[src/verilog/clock_gate_pkg.sv]
// Constants for the peripheral clock gating block
// Notes on behaviour
// - Deep-sleep register 0 bit 24 gates the CAN-style unit; resets clear.
// - Deep-sleep register 0 bit 6 gates the low-power keeper; resets set.
// - Deep-sleep register 0 bit 3 gates the watchdog; unclocked access faults.
// - Reserved bits of deep-sleep register 0 are read-only zero.
// - Run register 1 decodes at offset 0x104 and resets to zero.
// - Each gate bit drives one clock enable for its unit.
// - Bus access to an unclocked unit ends in a bus fault.
// - Gate bits reset to zero except keeper bit 6 of every register 0; software enables what it uses.
// - Run set applies when running, sleep set in sleep, deep set in deep sleep.
// - Sleep and deep-sleep sets apply only while auto-gating select is set.
// - Run register 1 bits 19 to 16 gate timers 3 to 0.
// - Run register 1 bit 12 gates the two-wire serial unit.
// - Run register 1 bit 4 gates the synchronous serial unit.
// - Run register 1 bits 1 and 0 gate asynchronous serial units 1 and 0.
// - Reserved bits of run register 1 read zero and ignore writes.
// - Deep-sleep register 0 sits at 0x120 and resets to 0x00000040.
// - Sleep register 1 sits at 0x114, resets zero, same layout as run.
package clock_gate_pkg;
    // ==========================================
    // Register byte offsets within the block
    localparam logic [11:0] RUN_GATE1_OFS   = 12'h104;
    localparam logic [11:0] SLEEP_GATE1_OFS = 12'h114;
    localparam logic [11:0] DEEP_GATE1_OFS  = 12'h124;
    localparam logic [11:0] DEEP_GATE0_OFS  = 12'h120;
    localparam logic [11:0] RUN_GATE0_OFS   = 12'h100;
    localparam logic [11:0] SLEEP_GATE0_OFS = 12'h110;
    localparam logic [11:0] MODE_CTRL_OFS   = 12'h060;
    localparam logic [11:0] FAULT_STAT_OFS  = 12'h180;
    localparam logic [11:0] FAULT_MASK_OFS  = 12'h184;
    // ==========================================
    // Writable bit masks
    localparam logic [31:0] GATE0_MASK  = 32'h0100_0048;
    localparam logic [31:0] GATE1_MASK  = 32'h000F_1013;
    // ==========================================
    // Reset values
    localparam logic [31:0] GATE0_RESET = 32'h0000_0040;
    localparam logic [31:0] GATE1_RESET = 32'h0000_0000;
    // ==========================================
    // Field positions
    localparam int CAN_BIT   = 24;
    localparam int KEEP_BIT  = 6;
    localparam int WDOG_BIT  = 3;
    localparam int TMR_LO    = 16;
    localparam int TWI_BIT   = 12;
    localparam int SSI_BIT   = 4;
    localparam int ASER1_BIT = 1;
    localparam int ASER0_BIT = 0;
    localparam int AUTO_BIT  = 0;
    // Peripheral index on the target select
    localparam int NUM_UNITS = 11;
    // Power modes
    typedef enum logic [1:0] {MODE_RUN, MODE_SLEEP, MODE_DEEP} power_mode_t;
endpackage

[src/verilog/peripheral_clock_gating.sv]
// Peripheral clock gating registers, mode selection and bus fault check
//
// Chosen here: the Avalon-MM interface to the registers.
`timescale 1ns/100ps
module peripheral_clock_gating (
    input  wire logic        core_clk,
    input  wire logic        arst_n,
    input  wire logic [11:0] address,
    input  wire logic        read,
    input  wire logic        write,
    input  wire logic [31:0] writedata,
    input  wire logic [3:0]  byteenable,
    output logic      [31:0] readdata,
    output logic             waitrequest,
    output logic      [1:0]  response,
    input  wire logic        sleepReq,
    input  wire logic        deepSleepReq,
    input  wire logic [10:0] unitAccess,
    output logic      [10:0] accessFault,
    output logic             controller_area_gate,
    output logic             low_power_keeper_gate,
    output logic             watchdog_gate,
    output logic      [3:0]  gp_counter_gate,
    output logic             two_wire_gate,
    output logic             sync_serial_gate,
    output logic             async_serial1_gate,
    output logic             async_serial0_gate,
    output logic             irq
);
    // Unit index on unitAccess/accessFault:
    // 0 async0, 1 async1, 2 sync, 3 two-wire, 4..7 timers 0..3,
    // 8 watchdog, 9 keeper, 10 controller area

    // ==========================================
    // Register state
    logic [31:0] runGate0_q, sleepGate0_q, deep_sleep_clock_gate_0_q;
    logic [31:0] run_mode_clock_gate_1_q, sleep_mode_clock_gate_1_q;
    logic [31:0] deep_sleep_clock_gate_1_q;
    logic        auto_gating_select_q;
    logic [10:0] faultStat_q, faultMask_q;
    logic        ack_q;
    logic [31:0] readdata_q;
    logic [1:0]  response_q;
    logic        sleepMeta_q, sleepSync_q, deepMeta_q, deepSync_q;
    logic [10:0] accessFault_q;
    logic [31:0] gate0Act, gate1Act;
    logic [10:0] unitEn;
    logic [31:0] byteMask;
    logic        wrStb, rdStb;
    clock_gate_pkg::power_mode_t mode;

    assign byteMask = {{8{byteenable[3]}}, {8{byteenable[2]}},
                       {8{byteenable[1]}}, {8{byteenable[0]}}};
    // One wait state: writes land on the accepting edge, reads are fetched one edge early
    assign wrStb = write && ack_q;
    assign rdStb = read && !ack_q;
    assign waitrequest = (read || write) && !ack_q;

    // Bus acknowledge toggles off after each answered beat
    always_ff @(posedge core_clk or negedge arst_n) begin
        if (!arst_n) begin
            ack_q <= 1'b0;
        end else begin
            ack_q <= (read || write) && !ack_q;
        end
    end

    // ==========================================
    // Gate registers; reserved bits never store
    always_ff @(posedge core_clk or negedge arst_n) begin
        if (!arst_n) begin
            runGate0_q                <= clock_gate_pkg::GATE0_RESET;
            sleepGate0_q              <= clock_gate_pkg::GATE0_RESET;
            deep_sleep_clock_gate_0_q <= clock_gate_pkg::GATE0_RESET;
            run_mode_clock_gate_1_q   <= clock_gate_pkg::GATE1_RESET;
            sleep_mode_clock_gate_1_q <= clock_gate_pkg::GATE1_RESET;
            deep_sleep_clock_gate_1_q <= clock_gate_pkg::GATE1_RESET;
        end else if (wrStb) begin
            unique case (address)
                clock_gate_pkg::RUN_GATE0_OFS:
                    runGate0_q <= wrMerge(runGate0_q, clock_gate_pkg::GATE0_MASK);
                clock_gate_pkg::SLEEP_GATE0_OFS:
                    sleepGate0_q <= wrMerge(sleepGate0_q, clock_gate_pkg::GATE0_MASK);
                clock_gate_pkg::DEEP_GATE0_OFS:
                    deep_sleep_clock_gate_0_q <= wrMerge(deep_sleep_clock_gate_0_q,
                                                         clock_gate_pkg::GATE0_MASK);
                clock_gate_pkg::RUN_GATE1_OFS:
                    run_mode_clock_gate_1_q <= wrMerge(run_mode_clock_gate_1_q,
                                                       clock_gate_pkg::GATE1_MASK);
                clock_gate_pkg::SLEEP_GATE1_OFS:
                    sleep_mode_clock_gate_1_q <= wrMerge(sleep_mode_clock_gate_1_q,
                                                         clock_gate_pkg::GATE1_MASK);
                clock_gate_pkg::DEEP_GATE1_OFS:
                    deep_sleep_clock_gate_1_q <= wrMerge(deep_sleep_clock_gate_1_q,
                                                         clock_gate_pkg::GATE1_MASK);
                default: ;
            endcase
        end
    end

    // Masked byte-lane merge of write data
    function automatic logic [31:0] wrMerge(input logic [31:0] old,
                                            input logic [31:0] msk);
        logic [31:0] m;
        m = byteMask & msk;
        wrMerge = (old & ~m) | (writedata & m);
    endfunction

    // Auto-gating select and interrupt mask
    always_ff @(posedge core_clk or negedge arst_n) begin
        if (!arst_n) begin
            auto_gating_select_q <= 1'b0;
            faultMask_q          <= 11'h000;
        end else if (wrStb && address == clock_gate_pkg::MODE_CTRL_OFS && byteenable[0]) begin
            auto_gating_select_q <= writedata[clock_gate_pkg::AUTO_BIT];
        end else if (wrStb && address == clock_gate_pkg::FAULT_MASK_OFS) begin
            faultMask_q <= writedata[10:0];
        end
    end

    // ==========================================
    // Low-power requests come from outside: two-stage synchronisers
    always_ff @(posedge core_clk or negedge arst_n) begin
        if (!arst_n) begin
            sleepMeta_q <= 1'b0;
            sleepSync_q <= 1'b0;
            deepMeta_q  <= 1'b0;
            deepSync_q  <= 1'b0;
        end else begin
            sleepMeta_q <= sleepReq;
            sleepSync_q <= sleepMeta_q;
            deepMeta_q  <= deepSleepReq;
            deepSync_q  <= deepMeta_q;
        end
    end

    // Mode choice; deep sleep wins over sleep
    always_comb begin
        if (!auto_gating_select_q) begin
            mode = clock_gate_pkg::MODE_RUN;
        end else if (deepSync_q) begin
            mode = clock_gate_pkg::MODE_DEEP;
        end else if (sleepSync_q) begin
            mode = clock_gate_pkg::MODE_SLEEP;
        end else begin
            mode = clock_gate_pkg::MODE_RUN;
        end
    end

    // Active gate set for the present mode
    always_comb begin
        unique case (mode)
            clock_gate_pkg::MODE_SLEEP: begin
                gate0Act = sleepGate0_q;
                gate1Act = sleep_mode_clock_gate_1_q;
            end
            clock_gate_pkg::MODE_DEEP: begin
                gate0Act = deep_sleep_clock_gate_0_q;
                gate1Act = deep_sleep_clock_gate_1_q;
            end
            default: begin
                gate0Act = runGate0_q;
                gate1Act = run_mode_clock_gate_1_q;
            end
        endcase
    end

    // Per-unit clock enables
    assign unitEn = {gate0Act[clock_gate_pkg::CAN_BIT],
                     gate0Act[clock_gate_pkg::KEEP_BIT],
                     gate0Act[clock_gate_pkg::WDOG_BIT],
                     gate1Act[clock_gate_pkg::TMR_LO +: 4],
                     gate1Act[clock_gate_pkg::TWI_BIT],
                     gate1Act[clock_gate_pkg::SSI_BIT],
                     gate1Act[clock_gate_pkg::ASER1_BIT],
                     gate1Act[clock_gate_pkg::ASER0_BIT]};
    assign controller_area_gate  = unitEn[10];
    assign low_power_keeper_gate = unitEn[9];
    assign watchdog_gate         = unitEn[8];
    assign gp_counter_gate       = unitEn[7:4];
    assign two_wire_gate         = unitEn[3];
    assign sync_serial_gate      = unitEn[2];
    assign async_serial1_gate    = unitEn[1];
    assign async_serial0_gate    = unitEn[0];

    // ==========================================
    // Fault on access to an unclocked unit, registered one cycle later and held as long as the access lasts
    always_ff @(posedge core_clk or negedge arst_n) begin
        if (!arst_n) begin
            accessFault_q <= 11'h000;
        end else begin
            accessFault_q <= unitAccess & ~unitEn;
        end
    end
    assign accessFault = accessFault_q;

    // Sticky status; a new fault wins over a write-one clear
    always_ff @(posedge core_clk or negedge arst_n) begin
        if (!arst_n) begin
            faultStat_q <= 11'h000;
        end else begin
            faultStat_q <= (faultStat_q & ~((wrStb && address == clock_gate_pkg::FAULT_STAT_OFS)
                           ? writedata[10:0] : 11'h000)) | accessFault_q;
        end
    end
    assign irq = |(faultStat_q & faultMask_q);

    // ==========================================
    // Read data and response; unmapped gives SLAVEERROR
    always_ff @(posedge core_clk or negedge arst_n) begin
        if (!arst_n) begin
            readdata_q <= 32'h0000_0000;
            response_q <= 2'h0;
        end else if (rdStb || (write && !ack_q)) begin
            response_q <= 2'h0;
            readdata_q <= 32'h0000_0000;
            unique case (address)
                clock_gate_pkg::RUN_GATE0_OFS:   readdata_q <= rdStb ? runGate0_q : 32'h0;
                clock_gate_pkg::SLEEP_GATE0_OFS: readdata_q <= rdStb ? sleepGate0_q : 32'h0;
                clock_gate_pkg::DEEP_GATE0_OFS:
                    readdata_q <= rdStb ? deep_sleep_clock_gate_0_q : 32'h0;
                clock_gate_pkg::RUN_GATE1_OFS:
                    readdata_q <= rdStb ? run_mode_clock_gate_1_q : 32'h0;
                clock_gate_pkg::SLEEP_GATE1_OFS:
                    readdata_q <= rdStb ? sleep_mode_clock_gate_1_q : 32'h0;
                clock_gate_pkg::DEEP_GATE1_OFS:
                    readdata_q <= rdStb ? deep_sleep_clock_gate_1_q : 32'h0;
                clock_gate_pkg::MODE_CTRL_OFS:
                    readdata_q <= rdStb ? {31'h0, auto_gating_select_q} : 32'h0;
                clock_gate_pkg::FAULT_STAT_OFS:
                    readdata_q <= rdStb ? {21'h0, faultStat_q} : 32'h0;
                clock_gate_pkg::FAULT_MASK_OFS:
                    readdata_q <= rdStb ? {21'h0, faultMask_q} : 32'h0;
                default: response_q <= 2'h2;
            endcase
        end
    end
    assign readdata = readdata_q;
    assign response = response_q;

    // ==========================================
    // Checks
    a_deep_reset_val: assert property (@(posedge core_clk)
        $rose(arst_n) |-> deep_sleep_clock_gate_0_q == 32'h0000_0040)
        else $error("deep gate 0 reset wrong");
    a_run_reset_val: assert property (@(posedge core_clk)
        $rose(arst_n) |-> run_mode_clock_gate_1_q == 32'h0)
        else $error("run gate 1 reset wrong");
    a_gate0_reserved: assert property (@(posedge core_clk) disable iff (!arst_n)
        (deep_sleep_clock_gate_0_q & 32'hFEFF_FFB7) == 32'h0)
        else $error("deep gate 0 reserved set");
    a_gate1_reserved: assert property (@(posedge core_clk) disable iff (!arst_n)
        (run_mode_clock_gate_1_q & 32'hFFF0_EFEC) == 32'h0)
        else $error("run gate 1 reserved set");
    a_fault_unclk: assert property (@(posedge core_clk) disable iff (!arst_n)
        (unitAccess[8] && !watchdog_gate) |=> accessFault[8])
        else $error("watchdog fault missing");
    a_fault_clocked: assert property (@(posedge core_clk) disable iff (!arst_n)
        (unitAccess[0] && async_serial0_gate) |=> !accessFault[0])
        else $error("spurious fault");
    a_no_auto_run: assert property (@(posedge core_clk) disable iff (!arst_n)
        !auto_gating_select_q |-> gp_counter_gate == run_mode_clock_gate_1_q[19:16])
        else $error("run set not applied");
    a_deep_select: assert property (@(posedge core_clk) disable iff (!arst_n)
        (auto_gating_select_q && deepSync_q) |-> controller_area_gate ==
        deep_sleep_clock_gate_0_q[24])
        else $error("deep set not applied");
    a_sleep_select: assert property (@(posedge core_clk) disable iff (!arst_n)
        (auto_gating_select_q && sleepSync_q && !deepSync_q) |->
        two_wire_gate == sleep_mode_clock_gate_1_q[12])
        else $error("sleep set not applied");
    a_write_lands: assert property (@(posedge core_clk) disable iff (!arst_n)
        (write && !waitrequest && address == 12'h104 && byteenable == 4'hF) |=>
        run_mode_clock_gate_1_q == ($past(writedata) & 32'h000F_1013))
        else $error("run gate write lost");

    // ==========================================
    // Further checks on gating, faults and the bus
    // Exactly one wait state per request
    a_wait_one: assert property (@(posedge core_clk) disable iff (!arst_n)
        ((read || write) && waitrequest) |=> !waitrequest)
        else $error("wait state count wrong");

    // Latched faults stay until cleared
    a_fault_sticky: assert property (@(posedge core_clk) disable iff (!arst_n)
        !(wrStb && address == clock_gate_pkg::FAULT_STAT_OFS) |=>
        ((faultStat_q & $past(faultStat_q)) == $past(faultStat_q)))
        else $error("fault status lost");

    // Every fault pulse lands in the status
    a_fault_latch: assert property (@(posedge core_clk) disable iff (!arst_n)
        (accessFault_q != 11'h000) |=>
        ((faultStat_q & $past(accessFault_q)) == $past(accessFault_q)))
        else $error("fault not latched");

    // Keeper gate follows the run set
    a_keep_run: assert property (@(posedge core_clk) disable iff (!arst_n)
        !auto_gating_select_q |-> low_power_keeper_gate == runGate0_q[6])
        else $error("keeper gate wrong");

    // Controller area gate follows the run set
    a_can_run: assert property (@(posedge core_clk) disable iff (!arst_n)
        !auto_gating_select_q |-> controller_area_gate == runGate0_q[24])
        else $error("controller area gate wrong");

    // Watchdog gate follows the run set
    a_wdog_run: assert property (@(posedge core_clk) disable iff (!arst_n)
        !auto_gating_select_q |-> watchdog_gate == runGate0_q[3])
        else $error("watchdog gate wrong");

    // Two-wire gate follows the run set
    a_twi_run: assert property (@(posedge core_clk) disable iff (!arst_n)
        !auto_gating_select_q |-> two_wire_gate == run_mode_clock_gate_1_q[12])
        else $error("two-wire gate wrong");

    // Synchronous serial gate follows the run set
    a_ssi_run: assert property (@(posedge core_clk) disable iff (!arst_n)
        !auto_gating_select_q |-> sync_serial_gate == run_mode_clock_gate_1_q[4])
        else $error("sync serial gate wrong");

    // Asynchronous serial gates follow the run set
    a_aser_run: assert property (@(posedge core_clk) disable iff (!arst_n)
        !auto_gating_select_q |->
        {async_serial1_gate, async_serial0_gate} == run_mode_clock_gate_1_q[1:0])
        else $error("async serial gates wrong");

    // Clocked watchdog never faults
    a_wdog_clocked: assert property (@(posedge core_clk) disable iff (!arst_n)
        (unitAccess[8] && watchdog_gate) |=> !accessFault[8])
        else $error("spurious watchdog fault");

    // Sleep register 1 reserved bits stay clear
    a_sleep_reserved: assert property (@(posedge core_clk) disable iff (!arst_n)
        (sleep_mode_clock_gate_1_q & ~clock_gate_pkg::GATE1_MASK) == 32'h0000_0000)
        else $error("sleep gate 1 reserved set");

    // Deep sleep applies the deep keeper bit
    a_deep_keeper: assert property (@(posedge core_clk) disable iff (!arst_n)
        (auto_gating_select_q && deepSync_q) |->
        low_power_keeper_gate == deep_sleep_clock_gate_0_q[6])
        else $error("deep keeper gate wrong");

    // Unmapped writes leave run register 1 unchanged
    a_unmapped_keep: assert property (@(posedge core_clk) disable iff (!arst_n)
        (wrStb && address == 12'h200) |=> $stable(run_mode_clock_gate_1_q))
        else $error("unmapped write landed");
endmodule

[config.mk]
export PLATFORM = sky130hd
export DESIGN_NAME = peripheral_clock_gating
export DESIGN_NICKNAME = d
export VERILOG_FILES = /design/src/verilog/clock_gate_pkg.sv /design/src/verilog/peripheral_clock_gating.sv
export SDC_FILE = /design/constraint.sdc
export NUM_CORES = 1
export LEC_CHECK = 0
export ABC_CLOCK_PERIOD_IN_PS = 3300
export BUFFER_PORTS_ARGS = -buffer_cell sky130_fd_sc_hd__buf_4
export CORE_UTILIZATION = 44
export CTS_CLUSTER_DIAMETER = 80
export DETAILED_ROUTE_END_ITERATION = 10
export PLACE_DENSITY = 0.69
export SLEW_MARGIN = 25
export SYNTH_ARGS = -nofsm -noshare
export SYNTH_HDL_FRONTEND = slang
export SYNTH_SLANG_ARGS = --single-unit
[constraint.sdc]
create_clock -name core_clk -period 3.3 [get_ports core_clk]
set_clock_uncertainty 0.1 [all_clocks]
set_input_delay 0.495 -clock core_clk [delete_from_list [all_inputs] [get_ports core_clk]]
set_output_delay 0.495 -clock core_clk [all_outputs]
set_load 0.05 [all_outputs]
==> impl_metrics.toml, run 1 <==
[logic_synthesis]
synth-xor-area-share = 0
ys_seq_area_frac = 0.5122
synth_area_per_cell_um2 = 10.93
synthAdderAreaFrac = 0.005682
syn_area_mm2 = 0.004404
synth_compound_area_frac = 0.1210
syn_inst = 403
synthFlopType = "dfrtp_1"
synth_enable_flop_cells = 0
synth_top_family_by_area = "simple AND/OR/NAND/NOR gates"
yosys_warnings = 0
synth_simple_gate_area_frac = 0.1571
synth_cell_type_count = 51
async_reset_ff_frac = 1.000
muxShareOfSynthArea = 0.1455
synth.ff_latch_count = 90

[timing]
finalMaxSlewViolations = 0
worstMarginPinSlew_ns = 0.8307
rsz0062_at_grt = "no"
setup_ws_ns = 0.3756
finalCriticalPeriod_ns = 2.924
hold_violations = 0
slew_headroom = 0.4462
setup_viol = 0
min_period_over_period = 0.8862
fin_tns_setup_ns = 0
max_freq_mhz = 341.9

[place]
dp_slack_ns = 0.7584
globalplace.congestion = 0.8578
hpwl_mm = 8.243
port_buffers = 91
dp_cells = 615

[setup_path]
crit_required_ns = 2.70
critPathKind = "flop to output pin"
crit_path_start_kind = "flop"
worstPathMaxFanout = 11
endpoint_kind = "output pin"
arrival_ns = 2.33

[cts]
cts.path.max_buffers = 2
post_cts_buffers = 0
root_buffer = "clkbuf_8"
holdBufCountCts = 0
cts_tree = "yes"
post_cts_resized = 0
htree_num_levels = 3
numCtsBuffers = 9
path_clk_slew_ns = 0.09
insertion_delay_ns = 0.36
clock-sinks = 90

[route]
wl_per_cell_um = 18.13
first_pass_iters = 4
via_per_inst = 5.404
drt_iter0_markers = 164
drt_wl_total_mm = 11.44
drcViolationCount = 0
postRouteAntennaNets = 0
vias = 3410

[die]
core_area_mm2 = 0.009729
row_count = 36
die-area_mm2 = 0.01041
ios = 123
start_util = 0.4527
dieHeight_um = 102.0
die_w_um = 102.0

[final_layout]
multi_input_area_mm2 = 0.001951
fillers = 902
fin_cells = 631
layout.nets = 560
layout-drive-gt1-share = 0.3494
regArea_mm2 = 0.002256
fin_util = 0.5502
areaGrowthSynthToFinish_pct = 21.53
diodes = 0

[status]
status = "finished clean"

[power_and_ir_drop]
p_leak_nw = 2.512
powerDensity_mw_per_mm2 = 388.4
ir_drop_uv = 206.4

[global_routing]
grt_max_degree = 65
antenna_found_initial = 0
grt_pass1_vias = 3443
grt_remaining_overflow = 0
grtUsageTotal = 0.2316
grt_pass1_wl_mm = 17.93

[job]
maxCapViolCount = 0

[worst_hold_path]
hp-class = "input pin to async pin"
-- cells in the final DEF (no fill, tap or decap), drive strengths merged, types with 8 or more instances in the layout --
master and instances:
o21ai 17, a21o 11, mux2i 10, inv 16, conb 16, nor2 29, a32oi 12, a22oi 13
buf 98, nand3 21, nor4 8, clkbuf 11, dfrtp 87, nand2 47, mux2 48
-- report_power, final --
part	leakage, nW	internal [mW]	switching, mW
Sequential	1.15	1.12	0.00948
Clock	0.0863	0.299	0.401
Combinational	1.28	0.0770	0.177
Total	2.51	1.49	0.588
-- kinds of logic (layout without fill, tap and decap cells) --
group	after synthesis	after routing
and+or+nand+nor	131	131
AOI/OAI and AO/OA	73	73
muxes	58	58
other	1	16
DFF	90	90
buffers and inverters	48	128
adders and majority gates	2	2
-- cell type report --
class	count	share of cell area
Timing Repair Buffer	98	0.1398
Sequential cell	90	0.4215
Inverter	14	0.009818
Clock inverter	5	0.007013
Clock buffer	11	0.02641
Multi-Input combinational cell	280	0.3644
Tap cell	133	0.03109
-- cell usage after synthesis, drive strengths merged, types with 2 or more instances --
| cell | instances | area share |
|---|---|---|
| o31ai | 2 | 0.0034 |
| nand3 | 21 | 0.025 |
| nor2 | 29 | 0.025 |
| or4b | 3 | 0.0085 |
| a32oi | 12 | 0.024 |
| dfrtp | 87 | 0.49 |
| a22oi | 13 | 0.022 |
| inv | 14 | 0.012 |
| nor4 | 8 | 0.018 |
| and3 | 4 | 0.0057 |
| nor2b | 3 | 0.0043 |
| mux2i | 10 | 0.023 |
| a22o | 7 | 0.014 |
| nand2 | 47 | 0.040 |
| a21o | 11 | 0.019 |
| clkbuf | 10 | 0.0085 |
| and2 | 2 | 0.0028 |
| nor3 | 2 | 0.0048 |
| nand4 | 2 | 0.0028 |
| o21ai | 17 | 0.019 |
| a21oi | 2 | 0.0023 |
| dfstp | 3 | 0.018 |
| nor4b | 3 | 0.0088 |
| ha | 2 | 0.0057 |
| buf | 24 | 0.037 |
| nand2b | 2 | 0.0028 |
| mux2 | 48 | 0.12 |
-- path summary, 6_finish.rpt --
kind | end | slack, ns | startpoint | cells past startpoint
worst max-delay path | sync_serial_gate | 0.38 | auto_gating_select_q$_DFFE_PN0P_ | 6
worst min-delay path | accessFault[10]$_DFF_PN0_ | 0.13 | arst_n | 1
worst max register to register | accessFault[2]$_DFF_PN0_ | 1.31 | auto_gating_select_q$_DFFE_PN0P_ | 6
worst min register to register | deepSync_q$_DFF_PN0_ | 0.26 | deepMeta_q$_DFF_PN0_ | 0
max in group asynchronous | async pin | 2.31 | arst_n | 2
min in group core_clk | deepMeta_q$_DFF_PN0_ | 0.14 | deepSleepReq | 1
-- per-stage QoR --
step                cell area, µm²  power, mW  hold WS, ns
floorplan                     4461      1.291      0.09941
global placement              5174      1.398       0.2374
detailed placement            5174      1.402       0.2347
CTS                           5353      2.101       0.1212
global route                  5353      2.162       0.1271
finish                        5353      2.079       0.1299
-- layer usage --
metal | routed length, µm | up-vias | global-route usage
met5 | 0 | - | 0
met3 | 720 | 15 | 0.06088
met4 | 226 | 0 | 0.1044
met2 | 5428 | 117 | 0.3660
met1 | 5064 | 1684 | 0.2994
li1 | - | 1594 | -
-- critical path, stage by stage, from the launching register on --
cell,delay (ns)
dfrtp_1,0.40
nand2_1,0.06
nor2_1,0.13
ha_1,0.51
a22oi_1,0.17
o21ai_0,0.41
buf_4,0.28
Power figures use the tool's default switching activity.
==> run 2, diff against run 1 <==
--- a/config.mk
+++ b/config.mk
@@ -7,6 +7,7 @@
 export LEC_CHECK = 0
 export ABC_CLOCK_PERIOD_IN_PS = 3300
 export BUFFER_PORTS_ARGS = -buffer_cell sky130_fd_sc_hd__buf_4
+export CORE_MARGIN = 4
 export CORE_UTILIZATION = 44
 export CTS_CLUSTER_DIAMETER = 80
 export DETAILED_ROUTE_END_ITERATION = 10
==> impl_metrics.toml, run 2 (same netlist as run 1, synthesis figures left out) <==
[status]
status = "finished clean"

[final_layout]
areaGrowthSynthToFinish_pct = 22.50
fin_util = 0.5520
mostFrequentLayoutCells = "buf_4 (101), dfrtp_1 (87), mux2_2 (48)"
multi_input_area_mm2 = 0.001951
regArea_mm2 = 0.002256
fillers = 878
fin_cells = 634
diodes = 0
layout-drive-gt1-share = 0.3553
layout.nets = 563
final_common_cell = "buf_4"

[die]
ios = 123
row_count = 36
core_area_mm2 = 0.009774
dieHeight_um = 108.0
die-area_mm2 = 0.01167
start_util = 0.4506
die_w_um = 108.0

[timing]
finalCriticalPeriod_ns = 2.935
finalMaxSlewViolations = 0
min_period_over_period = 0.8894
rsz0062_at_grt = "no"
max_freq_mhz = 340.7
setup_viol = 0
worstMarginPinSlew_ns = 0.7232
hold_violations = 0
fin_tns_setup_ns = 0
slew_headroom = 0.5178

[job]
maxCapViolCount = 0

[cts]
cts.path.max_buffers = 2
clock-sinks = 90
holdBufCountCts = 0
post_cts_buffers = 0
post_cts_resized = 0
htree_num_levels = 3
path_clk_slew_ns = 0.09
insertion_delay_ns = 0.37
numCtsBuffers = 9
root_buffer = "clkbuf_8"
cts_tree = "yes"

[setup_path]
worstPathMaxFanout = 7
crit_required_ns = 2.70
r2r-start = "auto_gating_select_q$_DFFE_PN0P_"
rrSetupSlack_ns = 1.32
endpoint_kind = "output pin"
rr_worst_depth = 5
arrival_ns = 2.34
critPathKind = "flop to output pin"
reg2reg_to = "accessFault[3]$_DFF_PN0_"
crit_path_start_kind = "flop"

[place]
dp_cells = 618
globalplace.congestion = 0.8844
hpwl_mm = 8.605
port_buffers = 91

[route]
drcViolationCount = 0
wl_per_cell_um = 18.52
vias = 3491
via_per_inst = 5.506
drt_wl_total_mm = 11.74
postRouteAntennaNets = 0
drt_iter0_markers = 167
first_pass_iters = 6

[power_and_ir_drop]
ir_drop_uv = 203.1
p_leak_nw = 2.546
powerDensity_mw_per_mm2 = 403.7

[global_routing]
grt_pass1_vias = 3478
antenna_found_initial = 0
grtUsageTotal = 0.2055
grt_pass1_wl_mm = 18.22
grt_max_degree = 58
grt_remaining_overflow = 0

[worst_hold_path]
hp-class = "input pin to async pin"
run 2: cell count changes in the layout (fill, tap and decap cells not counted), sizes merged:
cell and delta:
buf +3, bufinv +1, inv +3, clkinvlp -2
clkbuf -2
run 2: power by group:
group	internal (mW)	switching (mW)
Clock	0.370	0.429
Combinational	0.0760	0.179
Sequential	1.12	0.00833
Total	1.56	0.616
run 2: worst max-delay path by stage:
stage	endpoint	cells past startpoint	startpoint	slack, ns
after global routing	low_power_keeper_gate	8	auto_gating_select_q$_DFFE_PN0P_	0.20
after detailed placement	low_power_keeper_gate	8	auto_gating_select_q$_DFFE_PN0P_	0.74
after CTS	low_power_keeper_gate	8	auto_gating_select_q$_DFFE_PN0P_	0.33
after global placement	low_power_keeper_gate	8	auto_gating_select_q$_DFFE_PN0P_	0.77
final	low_power_keeper_gate	8	auto_gating_select_q$_DFFE_PN0P_	0.36
after floorplan	async_serial0_gate	6	auto_gating_select_q$_DFFE_PN0P_	0.47
run 2: area by class of cell:
cell class                      instances  area share
Inverter                               14    0.009740
Multi-Input combinational cell        280      0.3615
Timing Repair Buffer                  101      0.1405
Sequential cell                        90      0.4181
Clock inverter                          7     0.01623
Clock buffer                            9     0.02296
Tap cell                              133     0.03084
run 2: layer usage:
metal,routed length [µm],track usage,up-vias,part of all wire
li1,-,-,1607,-
met1,4888,0.2683,1709,0.42
met2,5667,0.3450,159,0.48
met3,961,0.03224,16,0.082
met4,225,0.07845,0,0.019
met5,0,0,-,0
run 2: through the flow:
| stage | total power, mW | hold slack (ns) | setup WS [ns] | cell area (µm²) |
|---|---|---|---|---|
| 2_1_floorplan | 1.291 | 0.09941 | 0.4701 | 4461 |
| 3_3_place_gp | 1.397 | 0.2375 | 0.7697 | 5184 |
| 3_5_place_dp | 1.400 | 0.2396 | 0.7418 | 5184 |
| 4_1_cts | 2.200 | 0.09979 | 0.3310 | 5395 |
| 5_1_grt | 2.268 | 0.1294 | 0.2025 | 5395 |
| 6_report | 2.178 | 0.07375 | 0.3649 | 5395 |
run 2: worst max-delay path, cell delays in order (launching register included):
cell,delay (ns)
dfrtp_1,0.42
nand2_1,0.07
nor2_1,0.05
inv_1,0.05
ha_1,0.38
buf_4,0.23
a22oi_1,0.07
o21ai_0,0.43
buf_4,0.29
